===== src/design/ubs_defs.vh =====
`ifndef UBS_DEFS_VH
`define UBS_DEFS_VH
// Byte addresses, word aligned
`define UBS_A_MSTAT_BANK 6'h00
`define UBS_A_SCRATCH 6'h04
`define UBS_A_DIV_LO 6'h08
`define UBS_A_DIV_HI 6'h0C
`define UBS_A_TX_SPACE 6'h10
`define UBS_A_RX_FILL 6'h14
`define UBS_A_EFC 6'h18
`define UBS_A_RES1 6'h1C
`define UBS_A_RES2 6'h20
`define UBS_A_PAUSE1 6'h24
`define UBS_A_PAUSE2 6'h28
`define UBS_A_IEN 6'h2C
`define UBS_A_FCTL 6'h30
`define UBS_A_MCTL 6'h34
`define UBS_A_ISTAT 6'h38
// Bank select codes
`define UBS_BANK_GEN 2'h0
`define UBS_BANK_X1 2'h1
`define UBS_BANK_X2 2'h2
// Bank select control fields
`define UBS_BSC_LVL 0
`define UBS_BSC_BANK_LO 1
`define UBS_BSC_BANK_HI 2
// Enhanced feature control fields
`define UBS_EFC_CTS 7
`define UBS_EFC_RTS 6
`define UBS_EFC_SPEC 5
`define UBS_EFC_ENH 4
// Interrupt status bits
`define UBS_IS_RXTRIG 0
`define UBS_IS_MODEM 3
`define UBS_IS_SPEC 4
`define UBS_IS_CTS 5
// Enhanced bit masks
`define UBS_IEN_ENH 8'hF0
`define UBS_IS_ENH 8'h30
`define UBS_FCTL_ENH 8'h30
`define UBS_MCTL_ENH 8'hE0
// Reset values
`define UBS_RST_BYTE 8'h00
`define UBS_RST_DIV 8'h01
`endif


===== src/design/ubs_regs.v =====
// Added by the designer: the register addresses and the APB slave port.
`timescale 1ns/100ps
`default_nettype none
`include "ubs_defs.vh"

// Behaviour
// - Bank field 00 general set, 01 first extra set, 10 second set, 11 reserved.
// - Level-count enable bit makes tx space and rx fill counters readable.
// - Counters readable only while the bank field is zero.
// - Bank control is write-only; bits 7:3 reserved and ignored.
// - Scratch byte holds written data and affects nothing else.
// - High and low divisor latches form the 16-bit baud divisor.
// - Tx counter reads free transmit FIFO entries.
// - Rx counter reads characters held in receive FIFO.
// - Auto CTS halts transmitter while cts_n high, resumes when low.
// - Auto RTS interrupts at trigger, raises RTS above it, lowers below it.
// - Special detect compares received characters to second pause char, flags status bit 4.
// - Enhanced bits writable only while enhanced enable bit is one.
// - Enhanced enable bit activates retained enhanced FIFO and modem control settings; enhanced interrupt enables act regardless of it.
// - Low four bits select software flow control, default zero.
// - Mode 1111 matches first then second character as ordered pair; other receive mode 11 settings match either character.
// - Bits 3:2 pick transmit sets, bits 1:0 pick receive comparison.
// - Bank control shares address with modem status: reads status, writes control.
module ubs_regs (
  input wire clock, // 20 MHz
  input wire rst_n, // Async reset
  input wire psel, // APB select
  input wire penable, // APB enable
  input wire pwrite, // APB direction
  input wire [5:0] paddr, // APB byte address
  input wire [31:0] pwdata, // APB write data
  output reg [31:0] prdata_ff, // APB read data
  output reg pready_ff, // APB ready
  output reg pslverr_ff, // APB error
  input wire [7:0] tx_fifo_space, // Free tx entries
  input wire [7:0] rx_fifo_fill, // Held rx characters
  input wire [7:0] rx_trig_level, // Receive trigger level
  input wire rx_char_valid, // Received char pulse
  input wire [7:0] rx_char, // Received char
  input wire cts_n, // Pin, active low
  input wire dsr_n, // Pin, active low
  input wire ri_n, // Pin, active low
  input wire cd_n, // Pin, active low
  output reg rts_n_ff, // Pin, active low
  output reg tx_halt_ff, // Stop transmitter
  output reg [15:0] baud_div_ff, // Baud divisor
  output reg [3:0] sw_flow_sel_ff, // Software flow select
  output reg [7:0] enh_ctl_ff, // Effective enhanced bits
  output reg rx_pause_seen_ff, // Pause char(s) matched
  output reg rx_resume_seen_ff, // Resume char(s) matched
  output reg irq_ff // Level interrupt
);

  reg [2:0] bank_ctl_ff;
  reg [7:0] scratch_ff;
  reg [7:0] div_lo_ff;
  reg [7:0] div_hi_ff;
  reg [7:0] efc_ff;
  reg [7:0] res1_ff;
  reg [7:0] res2_ff;
  reg [7:0] pause1_ff;
  reg [7:0] pause2_ff;
  reg [7:0] ien_ff;
  reg [7:0] fctl_ff;
  reg [7:0] mctl_ff;
  reg [7:0] istat_ff;
  reg [3:0] mdelta_ff;
  reg pause_half_ff;
  reg resume_half_ff;
  reg rx_above_ff;
  reg [7:0] nxt_rdata;
  reg nxt_err;
  wire setup = psel & ~penable & ~pready_ff;
  wire access = psel & penable & pready_ff;
  wire wr = access & pwrite;
  wire rd = access & ~pwrite;
  wire [1:0] bank = bank_ctl_ff[`UBS_BSC_BANK_HI:`UBS_BSC_BANK_LO];
  wire enh = efc_ff[`UBS_EFC_ENH];
  wire [7:0] wb = pwdata[7:0];
  // Pin order: 0 cts, 1 dsr, 2 ri, 3 cd
  wire [3:0] pin_raw = {cd_n, ri_n, dsr_n, cts_n};
  wire [3:0] pin_stable;
  wire [3:0] pin_ff;
  ubs_sync3 #(.WIDTH(4)) pin_sync (
    .clock(clock),
    .rst_n(rst_n),
    .din(pin_raw),
    .settled(pin_stable),
    .level_ff(pin_ff)
  );
  wire [3:0] pin_chg = pin_stable ^ pin_ff;
  wire [3:0] mdelta_set = {pin_chg[3], pin_chg[2] & pin_stable[2], pin_chg[1:0]};
  wire mstat_rd = rd & (paddr == `UBS_A_MSTAT_BANK);
  wire in_gen = (bank == `UBS_BANK_GEN);
  wire in_x1 = (bank == `UBS_BANK_X1);
  wire in_x2 = (bank == `UBS_BANK_X2);
  wire lvl_on = in_gen & bank_ctl_ff[`UBS_BSC_LVL];
  wire [8:0] trig_p1 = {1'b0, rx_trig_level} + 9'h001;
  wire rx_at_trig = (rx_fifo_fill >= rx_trig_level);
  wire rx_over = ({1'b0, rx_fifo_fill} >= trig_p1);
  wire rx_under = (rx_fifo_fill < rx_trig_level);
  reg rx_at_trig_d_ff;
  // Receive flow comparisons
  wire [1:0] rsel = sw_flow_sel_ff[1:0];
  wire pair_mode = (rsel == 2'h3) & (sw_flow_sel_ff[3:2] == 2'h3);
  wire hit_p1 = (rx_char == pause1_ff);
  wire hit_p2 = (rx_char == pause2_ff);
  wire hit_r1 = (rx_char == res1_ff);
  wire hit_r2 = (rx_char == res2_ff);
  reg pause_hit;
  reg resume_hit;
  reg [7:0] ev;
  wire [7:0] ien_merged;
  wire [7:0] fctl_merged;
  wire [7:0] mctl_merged;

  ubs_enh_keep #(.MASK(`UBS_IEN_ENH)) keep_ien (
    .enh(enh),
    .wr_byte(wb),
    .cur_byte(ien_ff),
    .merged(ien_merged)
  );
  ubs_enh_keep #(.MASK(`UBS_FCTL_ENH)) keep_fctl (
    .enh(enh),
    .wr_byte(wb),
    .cur_byte(fctl_ff),
    .merged(fctl_merged)
  );
  ubs_enh_keep #(.MASK(`UBS_MCTL_ENH)) keep_mctl (
    .enh(enh),
    .wr_byte(wb),
    .cur_byte(mctl_ff),
    .merged(mctl_merged)
  );

  // Register read mux, registered in the setup cycle
  always @* begin
    nxt_rdata = 8'h00;
    nxt_err = 1'b0;
    case (paddr)
      `UBS_A_MSTAT_BANK: nxt_rdata = {~pin_ff, mdelta_ff};
      `UBS_A_SCRATCH: nxt_rdata = scratch_ff;
      `UBS_A_DIV_LO: nxt_rdata = in_x1 ? div_lo_ff : 8'h00;
      `UBS_A_DIV_HI: nxt_rdata = in_x1 ? div_hi_ff : 8'h00;
      `UBS_A_TX_SPACE: nxt_rdata = lvl_on ? tx_fifo_space : 8'h00;
      `UBS_A_RX_FILL: nxt_rdata = lvl_on ? rx_fifo_fill : 8'h00;
      `UBS_A_EFC: nxt_rdata = in_x2 ? efc_ff : 8'h00;
      `UBS_A_RES1: nxt_rdata = in_x2 ? res1_ff : 8'h00;
      `UBS_A_RES2: nxt_rdata = in_x2 ? res2_ff : 8'h00;
      `UBS_A_PAUSE1: nxt_rdata = in_x2 ? pause1_ff : 8'h00;
      `UBS_A_PAUSE2: nxt_rdata = in_x2 ? pause2_ff : 8'h00;
      `UBS_A_IEN: nxt_rdata = ien_ff;
      `UBS_A_FCTL: nxt_rdata = fctl_ff;
      `UBS_A_MCTL: nxt_rdata = mctl_ff;
      `UBS_A_ISTAT: nxt_rdata = istat_ff;
      default: nxt_err = 1'b1;
    endcase
  end

  // APB handshake: one wait-free access phase after each setup
  always @(posedge clock or negedge rst_n) begin
    if (!rst_n) begin
      prdata_ff <= 32'h00000000;
      pready_ff <= 1'b0;
      pslverr_ff <= 1'b0;
    end else begin
      pready_ff <= setup;
      pslverr_ff <= setup & nxt_err;
      if (setup) begin
        prdata_ff <= {24'h000000, nxt_rdata};
      end
    end
  end

  // Software-written registers
  always @(posedge clock or negedge rst_n) begin
    if (!rst_n) begin
      bank_ctl_ff <= 3'h0;
      scratch_ff <= `UBS_RST_BYTE;
      div_lo_ff <= `UBS_RST_DIV;
      div_hi_ff <= `UBS_RST_BYTE;
      efc_ff <= `UBS_RST_BYTE;
      res1_ff <= `UBS_RST_BYTE;
      res2_ff <= `UBS_RST_BYTE;
      pause1_ff <= `UBS_RST_BYTE;
      pause2_ff <= `UBS_RST_BYTE;
      ien_ff <= `UBS_RST_BYTE;
      fctl_ff <= `UBS_RST_BYTE;
      mctl_ff <= `UBS_RST_BYTE;
    end else if (wr) begin
      case (paddr)
        `UBS_A_MSTAT_BANK: bank_ctl_ff <= wb[2:0];
        `UBS_A_SCRATCH: scratch_ff <= wb;
        `UBS_A_DIV_LO: if (in_x1) div_lo_ff <= wb;
        `UBS_A_DIV_HI: if (in_x1) div_hi_ff <= wb;
        `UBS_A_EFC: if (in_x2) efc_ff <= wb;
        `UBS_A_RES1: if (in_x2) res1_ff <= wb;
        `UBS_A_RES2: if (in_x2) res2_ff <= wb;
        `UBS_A_PAUSE1: if (in_x2) pause1_ff <= wb;
        `UBS_A_PAUSE2: if (in_x2) pause2_ff <= wb;
        // Enhanced bits keep their value unless the enable bit is set
        `UBS_A_IEN: ien_ff <= ien_merged;
        `UBS_A_FCTL: fctl_ff <= fctl_merged;
        `UBS_A_MCTL: mctl_ff <= mctl_merged;
        default: ;
      endcase
    end
  end

  // Receive character matching
  always @* begin
    pause_hit = 1'b0;
    resume_hit = 1'b0;
    case (rsel)
      2'h2: begin
        pause_hit = hit_p1;
        resume_hit = hit_r1;
      end
      2'h1: begin
        pause_hit = hit_p2;
        resume_hit = hit_r2;
      end
      2'h3: begin
        if (pair_mode) begin
          pause_hit = pause_half_ff & hit_p2;
          resume_hit = resume_half_ff & hit_r2;
        end else begin
          pause_hit = hit_p1 | hit_p2;
          resume_hit = hit_r1 | hit_r2;
        end
      end
      default: ;
    endcase
  end

  always @* begin
    ev = 8'h00;
    ev[`UBS_IS_RXTRIG] = efc_ff[`UBS_EFC_RTS] & rx_at_trig & ~rx_at_trig_d_ff;
    ev[`UBS_IS_MODEM] = |mdelta_set;
    ev[`UBS_IS_SPEC] = efc_ff[`UBS_EFC_SPEC] & rx_char_valid & hit_p2;
    ev[`UBS_IS_CTS] = efc_ff[`UBS_EFC_CTS] & pin_chg[0];
  end

  // Hardware-set state; a new event wins over a clear in the same cycle
  always @(posedge clock or negedge rst_n) begin
    if (!rst_n) begin
      istat_ff <= 8'h00;
      mdelta_ff <= 4'h0;
      pause_half_ff <= 1'b0;
      resume_half_ff <= 1'b0;
      rx_at_trig_d_ff <= 1'b0;
      rx_above_ff <= 1'b0;
      rx_pause_seen_ff <= 1'b0;
      rx_resume_seen_ff <= 1'b0;
    end else begin
      if (wr & (paddr == `UBS_A_ISTAT)) begin
        istat_ff <= (istat_ff & ~(wb & (enh ? 8'hFF : ~`UBS_IS_ENH))) | ev;
      end else begin
        istat_ff <= istat_ff | ev;
      end
      mdelta_ff <= (mstat_rd ? 4'h0 : mdelta_ff) | mdelta_set;
      rx_at_trig_d_ff <= rx_at_trig;
      if (rx_over) begin
        rx_above_ff <= 1'b1;
      end else if (rx_under) begin
        rx_above_ff <= 1'b0;
      end
      rx_pause_seen_ff <= rx_char_valid & pause_hit;
      rx_resume_seen_ff <= rx_char_valid & resume_hit;
      if (rx_char_valid) begin
        pause_half_ff <= pair_mode & hit_p1;
        resume_half_ff <= pair_mode & hit_r1;
      end
    end
  end

  // Outputs toward the serial side
  always @(posedge clock or negedge rst_n) begin
    if (!rst_n) begin
      rts_n_ff <= 1'b1;
      tx_halt_ff <= 1'b0;
      baud_div_ff <= {`UBS_RST_BYTE, `UBS_RST_DIV};
      sw_flow_sel_ff <= 4'h0;
      enh_ctl_ff <= 8'h00;
      irq_ff <= 1'b0;
    end else begin
      tx_halt_ff <= efc_ff[`UBS_EFC_CTS] & pin_ff[0];
      // Software rts bit is modem control bit 1
      rts_n_ff <= efc_ff[`UBS_EFC_RTS] ? rx_above_ff : ~mctl_ff[1];
      baud_div_ff <= {div_hi_ff, div_lo_ff};
      sw_flow_sel_ff <= efc_ff[3:0];
      // Retained enhanced settings act only while enabled
      enh_ctl_ff <= enh ? {mctl_ff[7:5], fctl_ff[5:4], 3'h0} : 8'h00;
      irq_ff <= |(istat_ff & ien_ff);
    end
  end

endmodule // ubs_regs

module ubs_sync3 #(
  parameter WIDTH = 4
) (
  input wire clock, // Device clock
  input wire rst_n, // Async reset
  input wire [WIDTH-1:0] din, // Pin levels
  output wire [WIDTH-1:0] settled, // Agreed level
  output reg [WIDTH-1:0] level_ff // Last agreed level
);

  reg [WIDTH-1:0] s1_ff;
  reg [WIDTH-1:0] s2_ff;
  reg [WIDTH-1:0] s3_ff;

  // A change counts only once stages two and three agree
  assign settled = (s2_ff == s3_ff) ? s3_ff : level_ff;

  // Idle high after reset, so no false edge follows it
  always @(posedge clock or negedge rst_n) begin
    if (!rst_n) begin
      s1_ff <= {WIDTH{1'b1}};
      s2_ff <= {WIDTH{1'b1}};
      s3_ff <= {WIDTH{1'b1}};
      level_ff <= {WIDTH{1'b1}};
    end else begin
      s1_ff <= din;
      s2_ff <= s1_ff;
      s3_ff <= s2_ff;
      level_ff <= settled;
    end
  end

endmodule // ubs_sync3

module ubs_enh_keep #(
  parameter [7:0] MASK = 8'hF0
) (
  input wire enh, // Enhanced write enable
  input wire [7:0] wr_byte, // Byte written
  input wire [7:0] cur_byte, // Byte held now
  output wire [7:0] merged // Next held byte
);

  // Masked bits stay frozen while enh is low so older software cannot disturb them
  assign merged = enh ? wr_byte : ((wr_byte & ~MASK) | (cur_byte & MASK));

endmodule // ubs_enh_keep
`default_nettype wire


===== config.mk =====
export PLATFORM = sky130hd
export DESIGN_NAME = ubs_regs
export DESIGN_NICKNAME = d
export VERILOG_FILES = /design/src/design/ubs_regs.v
export VERILOG_INCLUDE_DIRS = /design/src /design/src/design
export SDC_FILE = /design/constraint.sdc
export NUM_CORES = 1
export LEC_CHECK = 0
export ABC_AREA = 1
export BUFFER_PORTS_ARGS = -buffer_cell sky130_fd_sc_hd__buf_2
export CAP_MARGIN = 20
export CORE_MARGIN = 2
export CORE_UTILIZATION = 40
export DETAILED_ROUTE_END_ITERATION = 7
export GPL_ROUTABILITY_DRIVEN = 0
export PLACE_DENSITY = 0.66
export SLEW_MARGIN = 30
export SYNTH_ARGS = -nofsm -noshare
export SYNTH_HDL_FRONTEND = slang
export SYNTH_SLANG_ARGS = --single-unit

===== constraint.sdc =====
create_clock -name clock -period 1.7 [get_ports clock]
set_clock_uncertainty 0.2 [all_clocks]
set_input_delay 0.34 -clock clock [delete_from_list [all_inputs] [get_ports clock]]
set_output_delay 0.34 -clock clock [all_outputs]
set_load 0.1 [all_outputs]

* After elaboration in Yosys (flattened, before gate mapping)
Index checks and enable logic that the tools add are counted.
** Cells by class
- Mux-type cells :: 26
- Shift-type cells :: 0
- Add/sub/neg operators :: 1
- $mul :: 0
- Reductions and logical operators :: 18
- Bitwise operators :: 43
- Order comparisons :: 3
- Equality and inequality tests :: 25
- Divide/modulo/power cells :: 0
** Operators by type and width (count)
- $pmux 8 s15 :: 1
- $mux 8 :: 14
- $eq 6x6->1 const B :: 7
- $eq 8x8->1 :: 4
- $and 1x1->1 :: 24
- $and 8x8->8 :: 3
- $eq 6x5->1 const B :: 4
- $or 8x6->8 :: 3
- $reduce_and 3->1 :: 7
- $reduce_or 15->1 :: 1
- $eq 6x4->1 const B :: 2
- $reduce_and 2->1 :: 5
- $add 8x1->9 const B :: 1
- $ge 8x9->1 :: 1
- $eq 2x2->1 const B :: 4
- $ge 8x8->1 :: 1
- $lt 8x8->1 :: 1
- $mux 4 :: 2
- $not 8->8 :: 1
- $or 4x8->8 :: 1
- $or 5x8->8 :: 1
- $reduce_or 8->1 :: 1
- $eq 6x3->1 const B :: 1
- $logic_not 6->1 :: 1
- other kinds (13) :: 25
** Word-level totals
- Word-level logic and storage cells :: 149
- Register bits :: 166
- Memories :: 0
- Bits in writable memories :: 0
- ROM bits :: 0
- Bits in latches :: 0
- Bits of input ports :: 80
- Output and inout port bits :: 67

* Longest topological paths before layout
Gate-level depths: netlist of the first run.
- Depth in word-level cells :: 7
- Gate-level depth with buffers :: 12
- Depth with buffers taken out :: 11

* Cells and area by module
From an unflattened synthesis of the first run, not the netlist that was laid out.
** Second synthesis, totals
- Cell total of the unflattened synthesis :: 1178
- Area, all modules :: 8893.5 sq um
** By module, submodules not included
- ubs_regs :: area each 8104.0 sq um, instances 1, sequential area each 3682.3 sq um, cells each 1082
- ubs_sync3 :: area each 564.3 sq um, instances 1, sequential area each 420.4 sq um, cells each 51
- ubs_enh_keep at keep_ien :: area each 78.8 sq um, instances 1, sequential area each 0.0 sq um, cells each 17
- ubs_enh_keep at keep_mctl :: area each 75.1 sq um, instances 1, sequential area each 0.0 sq um, cells each 15
- ubs_enh_keep at keep_fctl :: area each 71.3 sq um, instances 1, sequential area each 0.0 sq um, cells each 13

* Least setup slack after synthesis of the first run
Ideal clock, no wire load.
- Path kind :: reg2reg
- Start point :: register pready_ff
- End point :: register div_hi_ff[5]
- Required time :: 1.367 ns
- Arrival time :: 2.132 ns
- Slack :: -0.766 ns
- Clock period less this slack :: 2.466 ns
- Setup time :: 0.133 ns
- Buffers on the path :: 1
- Stages on the path, launching flop included :: 9
- Cell sequence :: dfrtp_1 -> nand3_1 -> nor2_4 -> inv_2 -> nor3_2 -> nand4_1 -> buf_2 -> nand2_1 -> o21ai_0
** Between the ends
- Longest elaborated chain between the ends :: 3
** Ends and longest elaborated chain
- from (decl) :: line ubs_regs.v:33 : output reg pready_ff,
- from (signal assigned) :: line ubs_regs.v:167 : pready_ff <= setup;
- $and 1x1->1 :: line ubs_regs.v:74 : wire access = psel & penable & pready_ff;
- $and 1x1->1 :: line ubs_regs.v:75 : wire wr = access & pwrite;
- $reduce_and 3->1 (no source line)
- to (signal assigned) :: line ubs_regs.v:181 : div_hi_ff <= `UBS_RST_BYTE;
- to (signal assigned) :: line ubs_regs.v:195 : `UBS_A_DIV_HI: if (in_x1) div_hi_ff <= wb;
- to (decl) :: line ubs_regs.v:57 : reg [7:0] div_hi_ff;
No other way between the ends.
A chain may end at the register's enable or synchronous reset.

* Worst setup path in the final report of the first run
- Start point :: register pready_ff
- End point :: output port pready_ff
No word-level cell between the ends.

==> metrics, run 1 <==
DR vias/cell=4.966; Worst Path Arrival=1.23 ns; IO Pins=147; vias in the first global route=7315; Initial Util=40.71%; hold path start=pwdata[5]; Tcrit/Tclk final=104.2%; CP startpoint=pready_ff; syn avg cell area=7.798 um^2; CP endpoint kind=output pin; CTS Buf Count=17; GRT met3 Usage=3.384%; critical path data required time=1.16 ns; combinational share of power=13.7%; critical path class=reg2out; Place WS=-0.5977 ns; Hold WC Path Type=in2reg; R2R depth=8; sequential share of the synthesized area=48.09%; measured slew at the worst slew-check pin=0.5281 ns; antenna-violating nets left=0; wire per inst=15.69 um; Mapped Cells=1094; min cycle time layout=1.772 ns; CTS H-tree depth=4; detailed placement HPWL=17550 um; clock power share=41.9%; FFs w/ async S/R, synth=100.0%; status=finished, violations left; register area=4114 um^2; Clock Latency Late Sink=0.44 ns; leakage=0.005470 uW; f_max=0.5644 GHz; reg2reg start=bank_ctl_ff[1]; Multi-input gate area=4116 um^2; DRT Pass-1 Iters=5; die height=150.0 um; min setup slack post-route=-0.07183 ns; Max-Cap Viols=0; met2 Track Usage GR=36.76%; Layout area overhead=34.53%; nets@finish=1395; P_sw=2789 uW; root buf cell=clkbuf_16; Seq pwr share=44.4%; Die W=150.0 um; Ys Warns=0; CTS Sinks=163; setup tns final=-0.5971 ns; Routed WL=24910 um; Clock Path Buffers=2; Slew Viols, Final=0; count leader, synth=nand2_1; relative slew slack=64.75%; most common library cells after synthesis=279 x nand2_1, 167 x nor2_1, 144 x dfrtp_1, 109 x inv_1, 97 x o21ai_0; post-route core utilization=54.76%; Tot Pwr=9130 uW; post-synth top area share=42.24%; CP Max Fanout=2; initial antenna violation count=0; largest net degree at the start of global routing=39; Largest register FFs=16; grt ovf=0; Yosys cell types=35; Post-synth EDFFs=0; worst hold slack=0.05301 ns; Global Route met1 Usage=31.10%; Yosys top cell by area=dfrtp_1; Rows=53; Final setup violation count=26; DR iter-0 viols=650; Post-Syn Area=8531 um^2; first-pass GRT wire length=38940 um; type of origin of the critical path=flip-flop; final hold viol count=0; share of cells above drive strength 1=28.60%; area of the core=20960 um^2; Hold Path Depth=4; vias=7881; PortBufs=95; failing checks=negative setup slack; CTS tree=yes; R2R setup slack=-0.05 ns; Max VDD drop=0.6402 mV; Synth Flop Type=dfrtp_1; Filler cells=1910; Reg-to-Reg End=res1_ff[0]; top cells by area, synth=dfrtp_1 42%, nand2_1 12%, nor2_1 7.3%; Worst Hold End=istat_ff[5]; internal power=6340 uW; Yosys reg bits=163; clock-pin transition on the worst setup and hold timing paths=0.07 ns; switching share of power=30.55%; GRT Util Overall=22.65%; Pwr Density=795.5 nW/um^2; Largest Register=baud_div_ff; DRC=0; Die Footprint=22510 um^2; GR peak layer=met2; unrepaired setup endpoints after global routing=true
-- worst max-delay path by stage --
stage | endpoint | cells past startpoint
finish | pready_ff | 2
global route | prdata_ff[6] | 12
CTS | pready_ff | 2
detailed placement | rx_above_ff | 12
global placement | rx_above_ff | 12
floorplan | div_hi_ff[5] | 8
-- cells by family (layout without fill, tap and decap cells) --
kind of cell             Yosys count  count (layout)  synth area share, %
AO/OA/AOI/OAI                    132             132                8.184
XOR/XNOR                          42              42                4.312
adder cells (fa/ha/maj)           17              17                2.493
buffers and inverters            175             365                9.123
flip-flops                       163             163                48.09
other                              1              28              0.04396
AND/OR/NAND/NOR                  564             565                27.75
-- per-stage QoR --
| step | area, um^2 | cells |
|---|---|---|
| after detailed placement | 10170 | 1528 |
| after CTS | 11190 | 1581 |
| final | 11480 | 1587 |
| after floorplan | 8755 | 1120 |
| after global placement | 10170 | 1528 |
| after global routing | 11470 | 1586 |
-- power by group through the flow --
| stage | Combinational [uW] | Sequential [uW] | Clock (uW) |
|---|---|---|---|
| after floorplan | 670 | 4190 | 0 |
| after global placement | 1160 | 4110 | 0 |
| after detailed placement | 1180 | 4120 | 0 |
| after CTS | 1220 | 4040 | 3860 |
| after global routing | 1350 | 4060 | 4050 |
| final | 1250 | 4050 | 3830 |
-- cell type report --
type                       count  share of cell area (%)
clock inverter                15                   1.406
tap                          275                   2.998
clock buffer                  17                   3.707
timing repair buffer         220                   16.23
inverter                     113                   3.914
multi-input combinational    783                   35.87
antenna                        1                 0.02181
sequential                   163                   35.85
-- cell usage in the layout (no fill, tap or decap), drive strengths merged --
cell type    netlist  routed
o21a               3       3
diode              0       1
conb               1      27
nor4               2       2
a21oi             20      20
dfrtp            144     144
dfstp             19      19
xnor2             25      25
o21bai             3       3
clkbuf            19      17
nor3              11      11
nand3b             2       2
a41oi              1       1
o22ai              3       3
or2                1       1
nand2            280     280
a221oi             2       2
buf               43     208
nor2             175     176
nand3             64      64
ha                17      17
xor2              17      17
o211ai             3       3
inv              110     119
clkinv             3       9
nand4             29      29
o21ai             97      97
dlygate4sd3        0      12
-- metal layers --
layer	up-vias	part of all wire [%]	wire, um
met5	-	0	0
met4	0	2.3	575
met3	45	6.0	1490
met2	261	48	11960
met1	3734	44	10880
li1	3841	-	-
-- what timing repair did --
action                                  4_1_cts  5_1_grt
setup buffers                                 5        4
gates cloned                                  4        1
pin swaps                                    38       35
hold buffers                                 12        0
endpoints found under the setup margin       62       96
hold endpoints to repair                    162        0
gates resized for setup                      87       96
-- critical path, cell delays in order, from the launching register on --
cell and delay, ns:
dfrtp_4 0.50, buf_6 0.13, buf_12 0.15
Power figures use the tool's default switching activity.
==> inputs of run 2 (changes only) <==
--- a/config.mk
+++ b/config.mk
@@ -9,6 +9,7 @@
 export ABC_AREA = 1
 export BUFFER_PORTS_ARGS = -buffer_cell sky130_fd_sc_hd__buf_2
 export CAP_MARGIN = 20
+export CORE_ASPECT_RATIO = 0.9
 export CORE_MARGIN = 2
 export CORE_UTILIZATION = 40
 export DETAILED_ROUTE_END_ITERATION = 7
==> run 2 against run 1 <==
- the run still ends with negative setup slack left
- sequential cell count did not move
- largest power group unchanged
- sequential share of layout area fell by 0.79 points
- register-to-register slack got worse by 0.06 ns
- die area barely moved
- sequential power barely moved
- clock power barely moved
- cell count rose by 1.1%
- power barely moved
- first-iteration DRC count fell by 15%
==> metrics, run 2 (synthesis gave the netlist of run 1 again) <==
Initial Util=40.95%; Largest Register=baud_div_ff; CTS Buf Count=17; CP endpoint kind=flip-flop; leakage=0.005572 uW; Worst Path Arrival=1.92 ns; Largest register FFs=16; largest net degree at the start of global routing=48; DR vias/cell=4.970; Die Footprint=22510 um^2; combinational share of power=13.9%; Die W=157.9 um; Max-Cap Viols=0; critical path data required time=1.81 ns; PortBufs=95; vias in the first global route=7410; post-route core utilization=56.29%; share of cells above drive strength 1=31.87%; status=finished, violations left; detailed placement HPWL=18040 um; first-pass GRT wire length=38960 um; Place WS=-0.7336 ns; Slew Viols, Final=0; Seq pwr share=44.3%; f_max=0.5517 GHz; Rows=50; unrepaired setup endpoints after global routing=true; switching share of power=29.12%; wire per inst=15.90 um; n_diodes=0; CTS tree=yes; Tcrit/Tclk final=106.6%; clock-pin transition on the worst setup and hold timing paths=0.07 ns; internal power=6477 uW; die height=142.5 um; Clock Path Buffers=2; grt ovf=0; Max VDD drop=0.5818 mV; DRC=0; Tot Pwr=9138 uW; GRT Util Overall=22.67%; clock power share=41.8%; CTS Sinks=163; Final Non-Filler Cells=1604; Hold WC Path Type=in2reg; initial antenna violation count=1; P_sw=2661 uW; CTS H-tree depth=4; Pwr Density=779.3 nW/um^2; failing checks=negative setup slack; antenna-violating nets left=0; Routed WL=25500 um; worst hold slack=0.04253 ns; Filler cells=1881; IO Pins=147; vias=7972; root buf cell=clkbuf_16; most common cell after layout, fill and taps aside=nand2_1; Clock Latency Late Sink=0.44 ns; Final setup violation count=60; Layout area overhead=37.46%; final hold viol count=0; commonest cells after routing, fill and taps aside=231 x nand2_1, 139 x dfrtp_1, 124 x nor2_1, 121 x buf_4, 104 x inv_1; type of origin of the critical path=flip-flop; DRT Pass-1 Iters=4; placed cell count=1540; nets@finish=1402; measured slew at the worst slew-check pin=0.6369 ns; min setup slack post-route=-0.1125 ns; area of the core=20830 um^2; CP Max Fanout=8; critical path class=reg2reg; DR iter-0 viols=551; relative slew slack=57.54%; min cycle time layout=1.813 ns
run 2: timing repair:
action                                  in CTS  in global routing
hold endpoints to repair                   163                  0
gates resized for setup                     63                203
endpoints found under the setup margin      54                 93
hold buffers                                12                  0
cloned                                       2                  7
pin swaps                                    2                 67
buffers inserted                             5                  9
run 2: path summary, 6_finish.rpt:
check | start | to | slack, ns | cells past startpoint
min in group asynchronous | rst_n | rx_pause_seen_ff | 0.15 | 2
max in group asynchronous | rst_n | pin_sync.s1_ff[0] | 0.55 | 3
min | pwdata[4] | istat_ff[4] | 0.04 | 4
max | pready_ff | pause1_ff[1] | -0.11 | 9
max reg2reg | pready_ff | pause1_ff[1] | -0.11 | 9
min reg2reg | pin_sync.s1_ff[0] | pin_sync.s2_ff[0] | 0.16 | 0
run 2: stage by stage:
stage | area [um^2] | setup TNS (ns)
2_1_floorplan | 8755 | -11.36
3_3_place_gp | 10130 | -10.76
3_5_place_dp | 10130 | -13.41
4_1_cts | 11070 | -0.2091
5_1_grt | 11730 | -7.889
6_report | 11730 | -2.842
run 2: power groups by stage:
stage          logic [uW]  clock network, uW  registers [uW]
4_1_cts              1220               3870            4040
5_1_grt              1370               4040            4060
3_5_place_dp         1180                  0            4110
6_report             1270               3820            4050
3_3_place_gp         1160                  0            4110
2_1_floorplan         670                  0            4190
run 2: layout make-up:
cell class	count	area [um^2]	area share (%)
Clock buffer	18	439.2	3.745
Clock inverter	14	143.9	1.227
Inverter	113	446.7	3.809
Multi-Input combinational cell	782	4299	36.66
Sequential cell	163	4111	35.06
Tap cell	286	357.8	3.052
Timing Repair Buffer	228	1928	16.44
run 2: layer usage:
layer	up-vias	part of all wire, %	routed length, um	global-route usage, %
met5	-	0	0	0
met1	3812	45	11480	32.61
met2	268	46	11840	35.17
li1	3851	-	-	-
met4	0	2.0	518	5.974
met3	41	6.5	1657	4.294
run 2: worst max-delay path, cell delays in order, from the launching register on:
cell and delay, ns:
dfrtp_4 0.44, nand3_4 0.09, nor2_4 0.17, inv_4 0.07, nor2_4 0.17, buf_4 0.15
nand3_4 0.08, clkbuf_16 0.17, nand2_1 0.05, o21ai_0 0.08
==> inputs of run 3 (changes only) <==
--- a/config.mk
+++ b/config.mk
@@ -10,11 +10,12 @@
 export BUFFER_PORTS_ARGS = -buffer_cell sky130_fd_sc_hd__buf_2
 export CAP_MARGIN = 20
 export CORE_ASPECT_RATIO = 0.9
-export CORE_MARGIN = 2
+export CORE_MARGIN = 3
 export CORE_UTILIZATION = 40
 export DETAILED_ROUTE_END_ITERATION = 7
 export GPL_ROUTABILITY_DRIVEN = 0
 export PLACE_DENSITY = 0.66
+export SETUP_SLACK_MARGIN = 0.3
 export SLEW_MARGIN = 30
 export SYNTH_ARGS = -nofsm -noshare
 export SYNTH_HDL_FRONTEND = slang
==> run 3 against run 2 <==
- the run still ends with negative setup slack left
- hold slack better by 0.024 ns
- die area grew 2.7%
- combinational power up 9%
- critical endpoint is now rx_above_ff
- sequential cell count did not move
- critical path type is now in2reg
- fmax grew 0.39%
- register-to-register slack hardly changed
- sequential share of layout area shrank 2.0 points
- critical path depth rose by 3
- global-route usage rose by 0.41 points
- wire length up 5.7%
- power up 2.5%
- clock power rose by 3%
==> metrics, run 3 (synthesis gave the netlist of run 1 again) <==
status=finished, violations left; failing checks=negative setup slack; Hold Path Depth=4; vias in the first global route=7855; Largest Register=baud_div_ff; DR iter-0 viols=616; Max VDD drop=0.6829 mV; R2R setup slack=-0.10 ns; initial antenna violation count=0; Largest register FFs=16; antenna-violating nets left=0; IO Pins=147; nets@finish=1417; DR vias/cell=5.001; hold path start=pwdata[4]; Clock Latency Late Sink=0.44 ns; DRC=0; CTS tree=yes; detailed placement HPWL=18110 um; R2R depth=8; area of the core=20900 um^2; Rows=50; measured slew at the worst slew-check pin=0.5266 ns; most common cell after layout, fill and taps aside=nand2_1; CP startpoint=rx_trig_level[0]; Tot Pwr=9364 uW; GRT Util Overall=23.09%; min setup slack post-route=-0.1056 ns; PortBufs=95; Pwr Density=742.9 nW/um^2; DRT Pass-1 Iters=5; largest net degree at the start of global routing=49; reg2reg start=pready_ff; wire per inst=16.65 um; leakage=0.005767 uW; critical path data required time=1.80 ns; f_max=0.5538 GHz; vias=8096; unrepaired setup endpoints after global routing=true; Tcrit/Tclk final=106.2%; CTS Sinks=163; clock-pin transition on the worst setup and hold timing paths=0.06 ns; Initial Util=40.83%; CTS H-tree depth=4; Die Footprint=23120 um^2; Worst Path Arrival=1.91 ns; Die W=159.9 um; relative slew slack=64.89%; root buf cell=clkbuf_16; Clock Path Buffers=2; post-route design area=12600 um^2; share of cells above drive strength 1=38.18%; commonest cells after routing, fill and taps aside=197 x nand2_1, 137 x nor2_1, 106 x dfrtp_1, 102 x inv_1, 90 x buf_4; CTS Buf Count=17; CP endpoint kind=flip-flop; critical path class=in2reg; die height=144.5 um; grt ovf=0; Routed WL=26950 um; Max-Cap Viols=0; first-pass GRT wire length=41360 um; Filler cells=1769; min cycle time layout=1.806 ns; Final setup violation count=64; Hold WC Path Type=in2reg; type of origin of the critical path=input port; n_diodes=0; dpl cell area=10260 um^2; Worst Hold End=istat_ff[4]; final hold viol count=0; Reg-to-Reg End=res2_ff[5]; CP Max Fanout=3; Layout area overhead=47.76%; Slew Viols, Final=0
-- run 3: changes by cell type in the layout (fill, tap and decap cells not counted), moves of 11 or more --
cell     change
buf_12      +37
buf_4       -31
dfrtp_1     -33
dfrtp_2     +29
nand2_1     -34
nand2_2     +26
nor2_1      +13
o21ai_0     -36
o21ai_1     +25
o21ai_2     +11
-- run 3: worst max-delay path, stage by stage --
cell and delay (ns):
buf_8 0.11, ha_4 0.14, nand3_2 0.09, nor2_4 0.10, nand2_1 0.06, xor2_1 0.15
ha_1 0.34, a21oi_2 0.14, nand3b_1 0.14, nand2_1 0.07, nor2_1 0.12, nand4_1 0.10
-- run 3: worst max path at each step --
| stage | end | slack (ns) | cells after the start |
|---|---|---|---|
| floorplan | div_hi_ff[5] | -0.25 | 8 |
| global placement | rx_above_ff | -0.54 | 12 |
| detailed placement | rx_above_ff | -0.72 | 12 |
| CTS | pready_ff | -0.08 | 2 |
| global route | prdata_ff[7] | -0.20 | 9 |
| finish | rx_above_ff | -0.11 | 12 |
-- run 3: metrics by stage --
| stage | hold WS (ns) | worst slack, ns | cells | setup TNS (ns) | util, % |
|---|---|---|---|---|---|
| floorplan | -0.1556 | -0.2479 | 1120 | -11.29 | - |
| global placement | 0.04501 | -0.5377 | 1542 | -12.57 | 49.10 |
| detailed placement | 0.04340 | -0.7165 | 1542 | -14.68 | 49.10 |
| CTS | 0.05113 | -0.08121 | 1605 | -0.8894 | 57.89 |
| global route | 0.08078 | -0.2004 | 1619 | -7.299 | 60.32 |
| finish | 0.06622 | -0.1056 | 1619 | -2.661 | 60.32 |
-- run 3: power by group --
part | switching [uW] | internal (uW) | leakage (uW) | total (uW)
Clock | 1610 | 2320 | 0.000281 | 3920
Sequential | 64.9 | 4000 | 0.00204 | 4070
Combinational | 936 | 439 | 0.00345 | 1380
Total | 2610 | 6760 | 0.00577 | 9360
-- run 3: area by class of cell --
class | instances | area [um^2] | area share [%]
multi-input combinational | 783 | 4502 | 35.72
clock buffer | 20 | 436.7 | 3.464
inverter | 113 | 467.9 | 3.713
clock inverter | 12 | 157.7 | 1.251
timing repair buffer | 242 | 2520 | 19.99
tap | 286 | 357.8 | 2.839
sequential | 163 | 4163 | 33.03
-- run 3: timing repair --
action	CTS	global route
pin swaps	45	40
hold buffers	12	0
endpoints found under the setup margin	158	160
resized for setup	322	133
buffers inserted	12	12
endpoints found under the hold margin	163	0
gates cloned	7	2
-- run 3: layer usage --
metal	wire length [um]	track usage, %
met5	0	0
met3	1644	4.353
met2	13100	38.31
met4	866	9.498
met1	11340	30.08
